$ cat src/pkg/serial_shift_pkg.sv
// constants shared by the universal serial shift unit
// assumes a 25 MHz system clock sampling all pins through synchronisers
package serial_shift_pkg;
    localparam int CLK_PERIOD_NS = 40;
    // start detector delay on the data line, least figure
    localparam int START_DELAY_NS = 50;
    localparam int START_DELAY_CYC = (START_DELAY_NS + CLK_PERIOD_NS - 1) / CLK_PERIOD_NS;
    localparam logic [1:0] WM_OFF = 2'h0;
    localparam logic [1:0] WM_THREE = 2'h1;
    localparam logic [1:0] WM_TWO = 2'h2;
    localparam logic [1:0] WM_TWO_HOLD = 2'h3;
    localparam logic [7:0] SHIFT_RESET = 8'h00;
    localparam logic [3:0] COUNT_RESET = 4'h0;
    localparam logic [3:0] COUNT_MAX = 4'hF;
    localparam logic [2:0] SYNC_RESET = 3'h7;
endpackage : serial_shift_pkg

$ cat src/logic/universal_serial_shift_unit.sv
// universal serial shift unit: shift register, edge counter, start detector
// assumes software control bits arrive as plain ports on clk_sys; pins are async
//
// What this block does
// - edge select zero: sample rise, shift fall
// - edge select one: sample fall, shift rise
// - one bit shifted per serial clock cycle
// - counter counts both edges, overflow sets flag
// - overflow flag can wake processor from idle
// - toggle plus strobe gives half-rate clock
// - two-wire has no slew or filtering
// - data fall with clock high sets start
// - data low when shift msb or port zero
// - start holds clock low after falling edge
// - two-wire slave samples on rising clock
// - hold mode: overflow after eight bits holds clock low
// - unaddressed slave releases clock, awaits start
// - data line delayed before start sampling
// - start condition detection only in two-wire mode
// - three-wire external clock edges set start flag
// - hold mode overflow holds clock until cleared
// - external source: strobe selects counter clock
// - toggle strobe inverts clock port, reads zero
`timescale 1ns/1ps
module universal_serial_shift_unit
    import serial_shift_pkg::*;
#(
    parameter int WIDTH = 8
)(
    input wire logic clk_sys,
    input wire logic sys_rst,
    input wire logic [1:0] wireModeSelect,
    input wire logic externalClockSelect,
    input wire logic clockEdgeSelect,
    input wire logic softwareShiftStrobe,
    input wire logic clockToggleStrobe,
    input wire logic shiftWrite,
    input wire logic [WIDTH-1:0] shiftWriteData,
    input wire logic countWrite,
    input wire logic [3:0] countWriteData,
    input wire logic overflowClear,
    input wire logic startClear,
    input wire logic dataLinePortOutput,
    input wire logic dataLineDirectionBit,
    input wire logic clockPortWrite,
    input wire logic clockPortWriteData,
    input wire logic clockLineDirectionBit,
    input wire logic dataLineIn,
    input wire logic clockLineIn,
    output logic [WIDTH-1:0] serialShiftData,
    output logic [3:0] counterValue,
    output logic counterOverflowFlag,
    output logic startDetectFlag,
    output logic wakeRequest,
    output logic clockLinePortOutput,
    output logic dataLineOut,
    output logic dataLineOe_n,
    output logic clockLineOut,
    output logic clockLineOe_n
);
    logic [2:0] dataSync_r;
    logic [2:0] clkSync_r;
    logic dataLvl_r;
    logic clkLvl_r;
    logic [START_DELAY_CYC:0] dataDly_r;
    logic [WIDTH-1:0] shift_r;
    logic [WIDTH-1:0] shift_nxt;
    logic outLatch_r;
    logic [3:0] count_r;
    logic ovf_r;
    logic start_r;
    logic startHold_r;
    logic clkPort_r;
    logic sampledBit_r;

    // edge detection helper used for both pin lines
    function automatic logic stable_change(input logic [2:0] s, input logic lvl);
        return (s[1] == s[2]) && (s[2] != lvl);
    endfunction : stable_change

    // three-stage synchronisers; a change counts once stages two and three agree
    always_ff @(posedge clk_sys or posedge sys_rst)
    begin
        if (sys_rst)
        begin
            dataSync_r <= SYNC_RESET;
            clkSync_r <= SYNC_RESET;
            dataLvl_r <= 1'b1;
            clkLvl_r <= 1'b1;
        end
        else
        begin
            dataSync_r <= {dataSync_r[1:0], dataLineIn};
            clkSync_r <= {clkSync_r[1:0], clockLineIn};
            if (stable_change(dataSync_r, dataLvl_r))
                dataLvl_r <= dataSync_r[2];
            if (stable_change(clkSync_r, clkLvl_r))
                clkLvl_r <= clkSync_r[2];
        end
    end

    wire clkRise = stable_change(clkSync_r, clkLvl_r) && clkSync_r[2];
    wire clkFall = stable_change(clkSync_r, clkLvl_r) && !clkSync_r[2];
    wire clkEdge = clkRise || clkFall;
    wire extSrc = externalClockSelect;
    wire twoWire = wireModeSelect[1];
    // sampling edge per edge select; shift edge is the opposite one
    wire sampleEdge = extSrc && (clockEdgeSelect ? clkFall : clkRise);
    wire shiftEdge = extSrc && (clockEdgeSelect ? clkRise : clkFall);
    wire swShift = !extSrc && !clockEdgeSelect && softwareShiftStrobe;
    // counter clock: external both edges, toggle strobe, or software strobe
    wire countTick = extSrc ? (softwareShiftStrobe ? clockToggleStrobe : clkEdge)
                            : swShift;

    // delayed data line view for the start detector
    always_ff @(posedge clk_sys or posedge sys_rst)
    begin
        if (sys_rst)
            dataDly_r <= '1;
        else
            dataDly_r <= {dataDly_r[START_DELAY_CYC-1:0], dataLvl_r};
    end

    wire dataFallDly = dataDly_r[START_DELAY_CYC] && !dataDly_r[START_DELAY_CYC-1];
    wire startCond = twoWire && dataFallDly && clkLvl_r;
    wire edgeStart = !twoWire && extSrc && !softwareShiftStrobe && clkEdge;

    // next shift register contents; bit entering is the one sampled earlier, or the live data level for software shifts
    always_comb
    begin
        shift_nxt = shift_r;
        if (shiftWrite)
            shift_nxt = shiftWriteData;
        else if (shiftEdge || swShift)
            shift_nxt = {shift_r[WIDTH-2:0], swShift ? dataLvl_r : sampledBit_r};
    end

    // shift register, sampled input bit and output latch
    always_ff @(posedge clk_sys or posedge sys_rst)
    begin
        if (sys_rst)
        begin
            shift_r <= SHIFT_RESET;
            sampledBit_r <= 1'b0;
            outLatch_r <= 1'b0;
        end
        else
        begin
            shift_r <= shift_nxt;
            if (sampleEdge)
                sampledBit_r <= dataLvl_r;
            // latch transparent for software clocking, else updates on shift edge
            if (!extSrc || shiftEdge || shiftWrite)
                outLatch_r <= shift_nxt[WIDTH-1];
        end
    end

    // 4-bit edge counter with preset and wrap
    always_ff @(posedge clk_sys or posedge sys_rst)
    begin
        if (sys_rst)
            count_r <= COUNT_RESET;
        else if (countWrite)
            count_r <= countWriteData;
        else if (countTick)
            count_r <= count_r + 4'h1;
    end

    wire overflowEvt = countTick && !countWrite && (count_r == COUNT_MAX);

    // sticky flags; a new event wins over a clear in the same cycle
    always_ff @(posedge clk_sys or posedge sys_rst)
    begin
        if (sys_rst)
        begin
            ovf_r <= 1'b0;
            start_r <= 1'b0;
        end
        else
        begin
            if (overflowEvt)
                ovf_r <= 1'b1;
            else if (overflowClear)
                ovf_r <= 1'b0;
            if (startCond || edgeStart)
                start_r <= 1'b1;
            else if (startClear)
                start_r <= 1'b0;
        end
    end

    // start detector clock hold: armed by falling clock after start
    always_ff @(posedge clk_sys or posedge sys_rst)
    begin
        if (sys_rst)
            startHold_r <= 1'b0;
        else if (!twoWire || (startClear && !startCond))
            startHold_r <= 1'b0;
        else if (start_r && clkFall)
            startHold_r <= 1'b1;
    end

    // clock port bit: software write or toggle strobe inverts it
    always_ff @(posedge clk_sys or posedge sys_rst)
    begin
        if (sys_rst)
            clkPort_r <= 1'b1;
        else if (clockPortWrite)
            clkPort_r <= clockPortWriteData;
        else if (clockToggleStrobe)
            clkPort_r <= !clkPort_r;
    end

    wire holdClk = startHold_r || (startCond && clkFall)
                 || (wireModeSelect == WM_TWO_HOLD && (ovf_r || overflowEvt));
    // pin drivers, registered; open drain in two-wire, push-pull in three-wire
    always_ff @(posedge clk_sys or posedge sys_rst)
    begin
        if (sys_rst)
        begin
            dataLineOut <= 1'b1;
            dataLineOe_n <= 1'b1;
            clockLineOut <= 1'b1;
            clockLineOe_n <= 1'b1;
        end
        else
        begin
            // no slew limiting or filtering beyond synchronisers in two-wire mode
            if (twoWire)
            begin
                dataLineOut <= 1'b0;
                dataLineOe_n <= !(dataLineDirectionBit
                                 && (!outLatch_r || !dataLinePortOutput));
                clockLineOut <= 1'b0;
                clockLineOe_n <= !(clockLineDirectionBit
                                  && (!clkPort_r || holdClk));
            end
            else
            begin
                dataLineOut <= outLatch_r;
                dataLineOe_n <= !(wireModeSelect == WM_THREE && dataLineDirectionBit);
                clockLineOut <= clkPort_r;
                clockLineOe_n <= !clockLineDirectionBit;
            end
        end
    end

    // status outputs straight from flops
    always_ff @(posedge clk_sys or posedge sys_rst)
    begin
        if (sys_rst)
        begin
            serialShiftData <= SHIFT_RESET;
            counterValue <= COUNT_RESET;
            counterOverflowFlag <= 1'b0;
            startDetectFlag <= 1'b0;
            wakeRequest <= 1'b0;
            clockLinePortOutput <= 1'b1;
        end
        else
        begin
            serialShiftData <= shift_r;
            counterValue <= count_r;
            counterOverflowFlag <= ovf_r;
            startDetectFlag <= start_r;
            wakeRequest <= ovf_r || start_r;
            clockLinePortOutput <= clkPort_r;
        end
    end

    // checks
    a_overflow_sets: assert property (@(posedge clk_sys) disable iff (sys_rst)
        overflowEvt |=> ovf_r) else $error("overflow did not set flag");
    a_counter_wraps: assert property (@(posedge clk_sys) disable iff (sys_rst)
        overflowEvt |=> count_r == COUNT_RESET) else $error("counter did not wrap");
    a_count_step: assert property (@(posedge clk_sys) disable iff (sys_rst)
        countTick && !countWrite |=> count_r == $past(count_r) + 4'h1)
        else $error("counter step wrong");
    a_preset_load: assert property (@(posedge clk_sys) disable iff (sys_rst)
        countWrite |=> count_r == $past(countWriteData)) else $error("preset lost");
    // outside two-wire only the external edge option may raise the start flag
    a_start_only_two: assert property (@(posedge clk_sys) disable iff (sys_rst)
        !wireModeSelect[1] && !(externalClockSelect && !softwareShiftStrobe) && !start_r
        |=> !start_r) else $error("start outside two-wire");
    a_start_sets: assert property (@(posedge clk_sys) disable iff (sys_rst)
        startCond |=> start_r ##1 startDetectFlag) else $error("start flag missing");
    a_toggle_inverts: assert property (@(posedge clk_sys) disable iff (sys_rst)
        clockToggleStrobe && !clockPortWrite |=> clkPort_r != $past(clkPort_r))
        else $error("toggle failed");
    a_hold_keeps_low: assert property (@(posedge clk_sys) disable iff (sys_rst)
        startHold_r && clockLineDirectionBit && twoWire |=> !clockLineOe_n)
        else $error("clock not held");
    a_ovf_hold: assert property (@(posedge clk_sys) disable iff (sys_rst)
        wireModeSelect == WM_TWO_HOLD && ovf_r && clockLineDirectionBit |=> !clockLineOe_n)
        else $error("overflow hold missing");
    a_shift_edge: assert property (@(posedge clk_sys) disable iff (sys_rst)
        shiftEdge && !shiftWrite |=> shift_r[WIDTH-1:1] == $past(shift_r[WIDTH-2:0]))
        else $error("shift wrong");

    c_overflow: cover property (@(posedge clk_sys) disable iff (sys_rst) overflowEvt);
    c_start: cover property (@(posedge clk_sys) disable iff (sys_rst) startCond);
    c_edge_start: cover property (@(posedge clk_sys) disable iff (sys_rst) edgeStart);
    c_sw_shift: cover property (@(posedge clk_sys) disable iff (sys_rst) swShift ##1 swShift);
endmodule : universal_serial_shift_unit

$ cat config.mk
export PLATFORM = sky130hd
export DESIGN_NAME = universal_serial_shift_unit
export DESIGN_NICKNAME = d
export VERILOG_FILES = /design/src/pkg/serial_shift_pkg.sv /design/src/logic/universal_serial_shift_unit.sv
export SDC_FILE = /design/constraint.sdc
export NUM_CORES = 1
export LEC_CHECK = 0
export BUFFER_PORTS_ARGS = -buffer_cell sky130_fd_sc_hd__buf_4
export CORE_MARGIN = 2
export CORE_UTILIZATION = 46
export CTS_CLUSTER_SIZE = 30
export DETAILED_ROUTE_END_ITERATION = 10
export HOLD_SLACK_MARGIN = 0.08
export PLACE_DENSITY = 0.82
export SYNTH_ARGS = -nofsm -noshare
export SYNTH_HDL_FRONTEND = slang
export SYNTH_SLANG_ARGS = --single-unit
$ cat constraint.sdc
create_clock -name clk_sys -period 1.5 [get_ports clk_sys]
set_input_delay 0.075 -clock clk_sys [delete_from_list [all_inputs] [get_ports clk_sys]]
set_output_delay 0.075 -clock clk_sys [all_outputs]
set_load 0.02 [all_outputs]
==> qor.csv, run 1 <==
stage,metric,value,unit
grt,grt_max_degree,31,
power,p_sw_share,25.3,%
power,leakage,1.30,nW
timing,setup_violations,13,
route,vias,1362,
power,peakVddDrop,0.844,mV
die,die_y,67.5,um
synth,ys.warnings.count,0,
synth,synthCells,137,
final_layout,fillCellCount,255,
critical_path,path_max_fanout,5,
route,drtIter0Drc,83,
synth,synth_enable_flop_cells,0,
status,violations,setup timing,
final_layout,drive_above_1_share,42.8,%
critical_path,r2r-start,clkLvl_r$_DFFE_PP1N_,
grt,antenna_found_initial,0,
synth,synthDistinctLibCells,34,
timing,worst_pin_slew,0.460,ns
timing,slew-limit-headroom,69.0,%
power,p_total,2.90,mW
die,num_rows,23,
route,vias_per_cell,4.88,
cts,root_buffer,clkbuf_8,
route,wl,3990,um
timing,worst_hold_slack,0.0569,ns
power,p_int,2.17,mW
critical_path,r2r-end,sampledBit_r$_DFFE_PP0P_,
timing,layout_setup_ws,-0.192,ns
power,sequentialPowerShare,54.1,%
synth,syn_area_per_cell,13.5,um2
cts,cts.sinks,49,
critical_path,arrival,1.88,ns
timing,hold_violations,0,
synth,synth-async-reset-ratio,100,%
timing,period_share,113,%
critical_path,start_kind,register,
critical_path,worstRegToRegCells,5,
synth,synth_top_area_cell,dfrtp_1,
placed_design,gp_congestion,0.771,
final_layout,area_delta_synth_final,49.6,%
timing,drv_slew,0,
route,final_antenna_net_count,0,
synth,synthTopCellsByArea,"dfrtp_1 (43%), dfstp_2 (24%), mux2i_1 (4.9%), mux2_2 (3.0%), nand2_1 (3.0%)",
job,maxCapViolCount,0,
final_layout,final_common_cell,buf_4,
synth,ys_seq_elements,49,
timing,clock.fmax,0.591,GHz
critical_path,path_class,register to register,
critical_path,rrSetupSlack,-0.19,ns
die,die_w,67.5,um
final_layout,multi_input_area,629,um2
final_layout,area.sequential,1250,um2
synth,synth_ff_type,dfrtp_1,
die,die_area,4550,um2
timing,period_minus_slack,1.69,ns
final_layout,diodes,0,
critical_path,worstPathRequired,1.69,ns
power,clkPwrFrac,26.7,%
cts,clockBufferDepth,2,
synth,yosysSeqAreaShare,67.3,%
critical_path,crit_start,clkLvl_r$_DFFE_PP1N_,
synth,synth_top_cell_area_share,43.2,%
synth,syn-num-nets,169,
cts,cts_buffers,5,
placed_design,io_buffers,50,
die,io_pins,51,
cts,cts_tree,built,
critical_path,cp-endpoint,sampledBit_r$_DFFE_PP0P_,
critical_path,worstSetupEndpointType,register,
power,powerDensity,1050,nW/um2
final_layout,nets,260,
final_layout,final_cell_mix,"buf_4 (55), dfrtp_1 (32), dlygate4sd3_1 (29)",
timing,fin_worst_skew,0.00365,ns
power,comb_power_share,19.1,%
status,status,"complete, but fails checks",
power,p_switching,0.735,mW
grt,grtUsageTotal,18.8,%
cts,worstSkewPairLatency,0.30,ns
grt,grt_pass1_wl,6070,um
synth,syn_area,1850,um2
hold_path,holdCritPathClass,input port to register,
cts,cts.clk_slew.worst_paths,0.08,ns
route,wl_per_cell,14.3,um
grt,grt_pass1_vias,1323,
grt,grt_overflow,0,
route,post-route-drc-count,0,
placed_design,post-dp-hpwl,2360,um
route,dr.pass1.iters,4,
cts,h-tree-depth,2,
timing,rsz0062_at_grt,yes,
die,core_area,3940,um2
die,start_util,47.0,%
==> critical path, stage by stage (launching register included) <==
cell	delay (ns)
dfstp_2	0.57
and3b_2	0.25
buf_4	0.14
mux2_4	0.26
nand2_2	0.06
mux2_4	0.29
==> per-layer routing <==
layer	vias up	GRT usage [%]	routed length, um	share of wire, %
met2	26	29.8	2150	54
li1	656	-	-	-
met1	670	22.9	1610	40
met3	10	6.50	148	3.7
met5	-	0	0	0
met4	0	8.93	90	2.3
==> registers in the layout, summed over array words and instances, names as in the netlist, 3 cells and up <==
name / cells
dataSync_r: 3
clkSync_r: 3
count_r: 4
serialShiftData: 8
shift_r: 8
counterValue: 4
dataDly_r: 3
==> kinds of logic after synthesis <==
logic type,share of synthesized area [%]
adders and majority gates,1.76
muxes,7.90
and+or+nand+nor,11.5
DFF,67.3
xor gates and xnor gates,1.89
buffers and inverters,1.22
AOI/OAI and AO/OA,8.37
==> cells in the mapped netlist (2+ instances only) <==
master    instances
dfrtp_1          32
dfstp_2          17
maj3_1            2
mux2_2            5
nand2_1          15
nor2_1            2
and2b_2           2
o21ai_0           6
xnor2_1           3
o21ai_1          10
nand4b_1          3
mux2i_1           9
inv_1             5
a21oi_1           4
nand3_1           3
==> repair_timing <==
| item | 4_1_cts | 5_1_grt |
|---|---|---|
| setup buffers | 1 | 2 |
| resized for setup | 3 | 9 |
| cloned | 0 | 0 |
| hold endpoints to repair | 38 | 3 |
| pin swaps | 1 | 7 |
| setup endpoints to repair | 15 | 16 |
| hold buffers | 28 | 1 |
==> power groups by stage <==
stage	registers [mW]	logic, mW	clock network [mW]
detailed placement	1.59	0.458	0
CTS	1.57	0.532	0.797
floorplan	1.64	0.179	0
finish	1.57	0.555	0.775
global route	1.59	0.602	0.853
global placement	1.58	0.450	0
==> worst min path at each step <==
| stage | end | from | cells after the start | slack (ns) |
|---|---|---|---|---|
| floorplan | clkSync_r[0]$_DFF_PP1_ | clockLineIn | 0 | 0.08 |
| global placement | shift_r[0]$_DFFE_PP0P_ | sys_rst | 2 | 0.11 |
| detailed placement | sampledBit_r$_DFFE_PP0P_ | sys_rst | 2 | 0.11 |
| CTS | shift_r[5]$_DFFE_PP0P_ | shiftWrite | 2 | 0.06 |
| global route | shift_r[0]$_DFFE_PP0P_ | shiftWrite | 2 | 0.07 |
| finish | shift_r[4]$_DFFE_PP0P_ | shiftWrite | 2 | 0.06 |
==> stage by stage <==
stage | utilization [%] | instances | instance area (um2) | setup slack (ns) | TNS (ns)
3_3_place_gp | 59.1 | 239 | 2330 | -0.0867 | -0.799
6_report | 70.3 | 279 | 2770 | -0.192 | -1.71
4_1_cts | 68.9 | 276 | 2720 | -0.144 | -1.31
3_5_place_dp | 59.1 | 239 | 2330 | -0.131 | -1.09
5_1_grt | 70.3 | 279 | 2770 | -0.234 | -2.57
2_1_floorplan | - | 137 | 1860 | -0.0264 | -0.144
==> cell type report <==
cell class / count / area share [%]
clock buffer: 8 / 3.25
multi-input combinational: 82 / 22.7
inverter: 5 / 0.677
timing repair buffer: 85 / 26.1
tap: 50 / 2.26
sequential: 49 / 45.0
Power figures use the tool's default switching activity.
==> run 2: changes to the inputs <==
CORE_UTILIZATION = 50   (was 46)
PLACE_DENSITY = 0.85   (was 0.82)
SETUP_SLACK_MARGIN = 0.1   (was not set)
clock period = 1.7 ns   (was 1.5 ns; I/O delays follow)
==> qor.csv, run 2 (synthesized netlist as in run 1, its figures left out) <==
stage,metric,value,unit,change
timing,period_minus_slack,1.65,ns,-0.0443 ns
die,die_y,64.9,um,-3.8%
grt,grt_overflow,0,,unchanged
placed_design,io_buffers,50,,unchanged
cts,worstSkewPairLatency,0.30,ns,about the same
cts,cts.sinks,49,,unchanged
route,vias_per_cell,5.05,,+3.4%
hold_path,holdPathStages,2,,unchanged
timing,hold_violations,0,,unchanged
timing,drv_slew,0,,unchanged
final_layout,final_cell_mix,"buf_4 (58), dfrtp_1 (32), dlygate4sd3_1 (25)",,
critical_path,cp-endpoint,outLatch_r$_DFFE_PP0P_,,
final_layout,final_common_cell,buf_4,,
critical_path,slowest_delay,0.57,ns,about the same
timing,rsz0062_at_grt,yes,,
route,vias,1393,,+2.3%
critical_path,crit_start,clkLvl_r$_DFFE_PP1N_,,
critical_path,r2r-end,outLatch_r$_DFFE_PP0P_,,
final_layout,drive_above_1_share,45.6,%,+2.8 points
final_layout,postLayoutCoreUtil,76.2,%,+5.9 points
timing,fin_worst_skew,0.00452,ns,+0.000869 ns
grt,grtUsageTotal,19.7,%,+0.94 points
cts,h-tree-depth,2,,unchanged
critical_path,rrSetupSlack,0.05,ns,+0.24 ns
final_layout,diodes,0,,unchanged
die,io_pins,51,,unchanged
critical_path,start_kind,register,,
final_layout,nets,259,,-0.38%
route,final_antenna_net_count,0,,unchanged
critical_path,worstPathRequired,1.94,ns,+0.25 ns
die,num_rows,22,,-4.3%
critical_path,worstRegToRegCells,5,,unchanged
timing,worst_pin_slew,0.673,ns,+0.213 ns
cts,clockBufferDepth,2,,unchanged
placed_design,gp_congestion,0.896,,+16%
critical_path,path_max_fanout,6,,+1
route,drtIter0Drc,47,,-43%
timing,slew-limit-headroom,54.7,%,-14 points
cts,cts_tree,built,,
die,die_area,4210,um2,-7.5%
grt,grt_pass1_vias,1429,,+8.0%
placed_design,post-dp-hpwl,2510,um,+6.3%
job,maxCapViolCount,0,,unchanged
die,start_util,51.4,%,+4.4 points
route,dr.pass1.iters,4,,unchanged
critical_path,crit_path_cell_trace,"and3b_2, and3_4, o31a_1, a2bb2oi_2, mux2_2",,
route,wl_per_cell,13.9,um,-2.7%
timing,period_share,96.9,%,-16 points
critical_path,r2r-start,clkLvl_r$_DFFE_PP1N_,,
power,powerDensity,938,nW/um2,-10%
power,leakage,1.29,nW,-0.46%
critical_path,path_buf_inv,0,,-1
route,post-route-drc-count,0,,unchanged
grt,antenna_found_initial,0,,unchanged
critical_path,cp_slowest_cell,dfstp_2,,
final_layout,reg_top3,"serialShiftData (8), shift_r (8)",,
power,peakVddDrop,0.649,mV,-23%
critical_path,critPathTopFamily,flip-flops,,
timing,setup_violations,0,,-13
final_layout,final_cells,276,,-1.1%
critical_path,path_class,register to register,,
hold_path,holdCritPathClass,input port to register,,
final_layout,area_delta_synth_final,48.3,%,
die,die_w,64.9,um,-3.8%
critical_path,arrival,1.89,ns,about the same
critical_path,cp.depth,5,,unchanged
cts,root_buffer,clkbuf_8,,
status,status,completed,,
timing,layout_setup_ws,0.0528,ns,+0.244 ns
placed_design,dp_worst_setup_slack,0.00589,ns,+0.137 ns
route,wl,3840,um,-3.7%
die,core_area,3610,um2,-8.5%
placed_design,placedCellCount,238,,-0.42%
cts,cts.clk_slew.worst_paths,0.08,ns,about the same
grt,grt_pass1_wl,6210,um,+2.4%
critical_path,worstSetupEndpointType,register,,
grt,grt_max_degree,20,,-35%
timing,clock.fmax,0.607,GHz,+2.7%
cts,cts_buffers,5,,unchanged
power,p_total,2.58,mW,-11%
[run 2: repair_timing]
action	4_1_cts	5_1_grt
resized for setup	6	7
setup buffers	3	2
endpoints found under the hold margin	34	0
pin swaps	5	6
hold buffers	25	0
endpoints found under the setup margin	12	15
gates cloned	0	0
[run 2: final cells by class]
| cell class | instances | area [um2] |
|---|---|---|
| Clock inverter | 1 | 5.00 |
| Timing Repair Buffer | 84 | 706 |
| Sequential cell | 49 | 1250 |
| Multi-Input combinational cell | 82 | 616 |
| Inverter | 5 | 18.8 |
| Clock buffer | 7 | 96.3 |
| Fill cell | 238 | 857 |
| Tap cell | 48 | 60.1 |
[run 2: worst reg2reg max path, stage by stage, from the launching register on]
cell,delay (ns)
dfstp_2,0.57
and3b_2,0.25
and3_4,0.20
o31a_1,0.29
a2bb2oi_2,0.14
mux2_2,0.16
[run 2: worst min-delay path by stage]
stage / startpoint / to
3_3_place_gp: sys_rst / count_r[1]$_DFFE_PP0P_
3_5_place_dp: sys_rst / count_r[3]$_DFFE_PP0P_
6_report: wireModeSelect[1] / start_r$_DFFE_PP0P_
5_1_grt: wireModeSelect[1] / start_r$_DFFE_PP0P_
2_1_floorplan: clockLineIn / clkSync_r[0]$_DFF_PP1_
4_1_cts: wireModeSelect[1] / start_r$_DFFE_PP0P_
[run 2: power by group]
part | switching [mW] | leakage, nW | internal, mW | total, mW
clock network | 0.345 | 0.0542 | 0.367 | 0.712
registers | 0.0706 | 0.573 | 1.31 | 1.38
logic | 0.221 | 0.663 | 0.264 | 0.486
total | 0.637 | 1.29 | 1.94 | 2.58
[run 2: metal layers]
layer	vias up	track usage (%)	routed length, um
met5	-	0	0
met4	0	8.51	71
met3	8	4.51	240
met2	50	35.3	2000
met1	681	22.3	1530
li1	654	-	-
[run 2: per-stage QoR]
stage	instance area, um2	hold slack [ns]	setup TNS [ns]
floorplan	1850	0.0895	0
global placement	2310	0.0624	0
detailed placement	2310	0.0705	0
CTS	2710	0.0944	0
global route	2750	0.113	-0.0861
finish	2750	0.0932	0
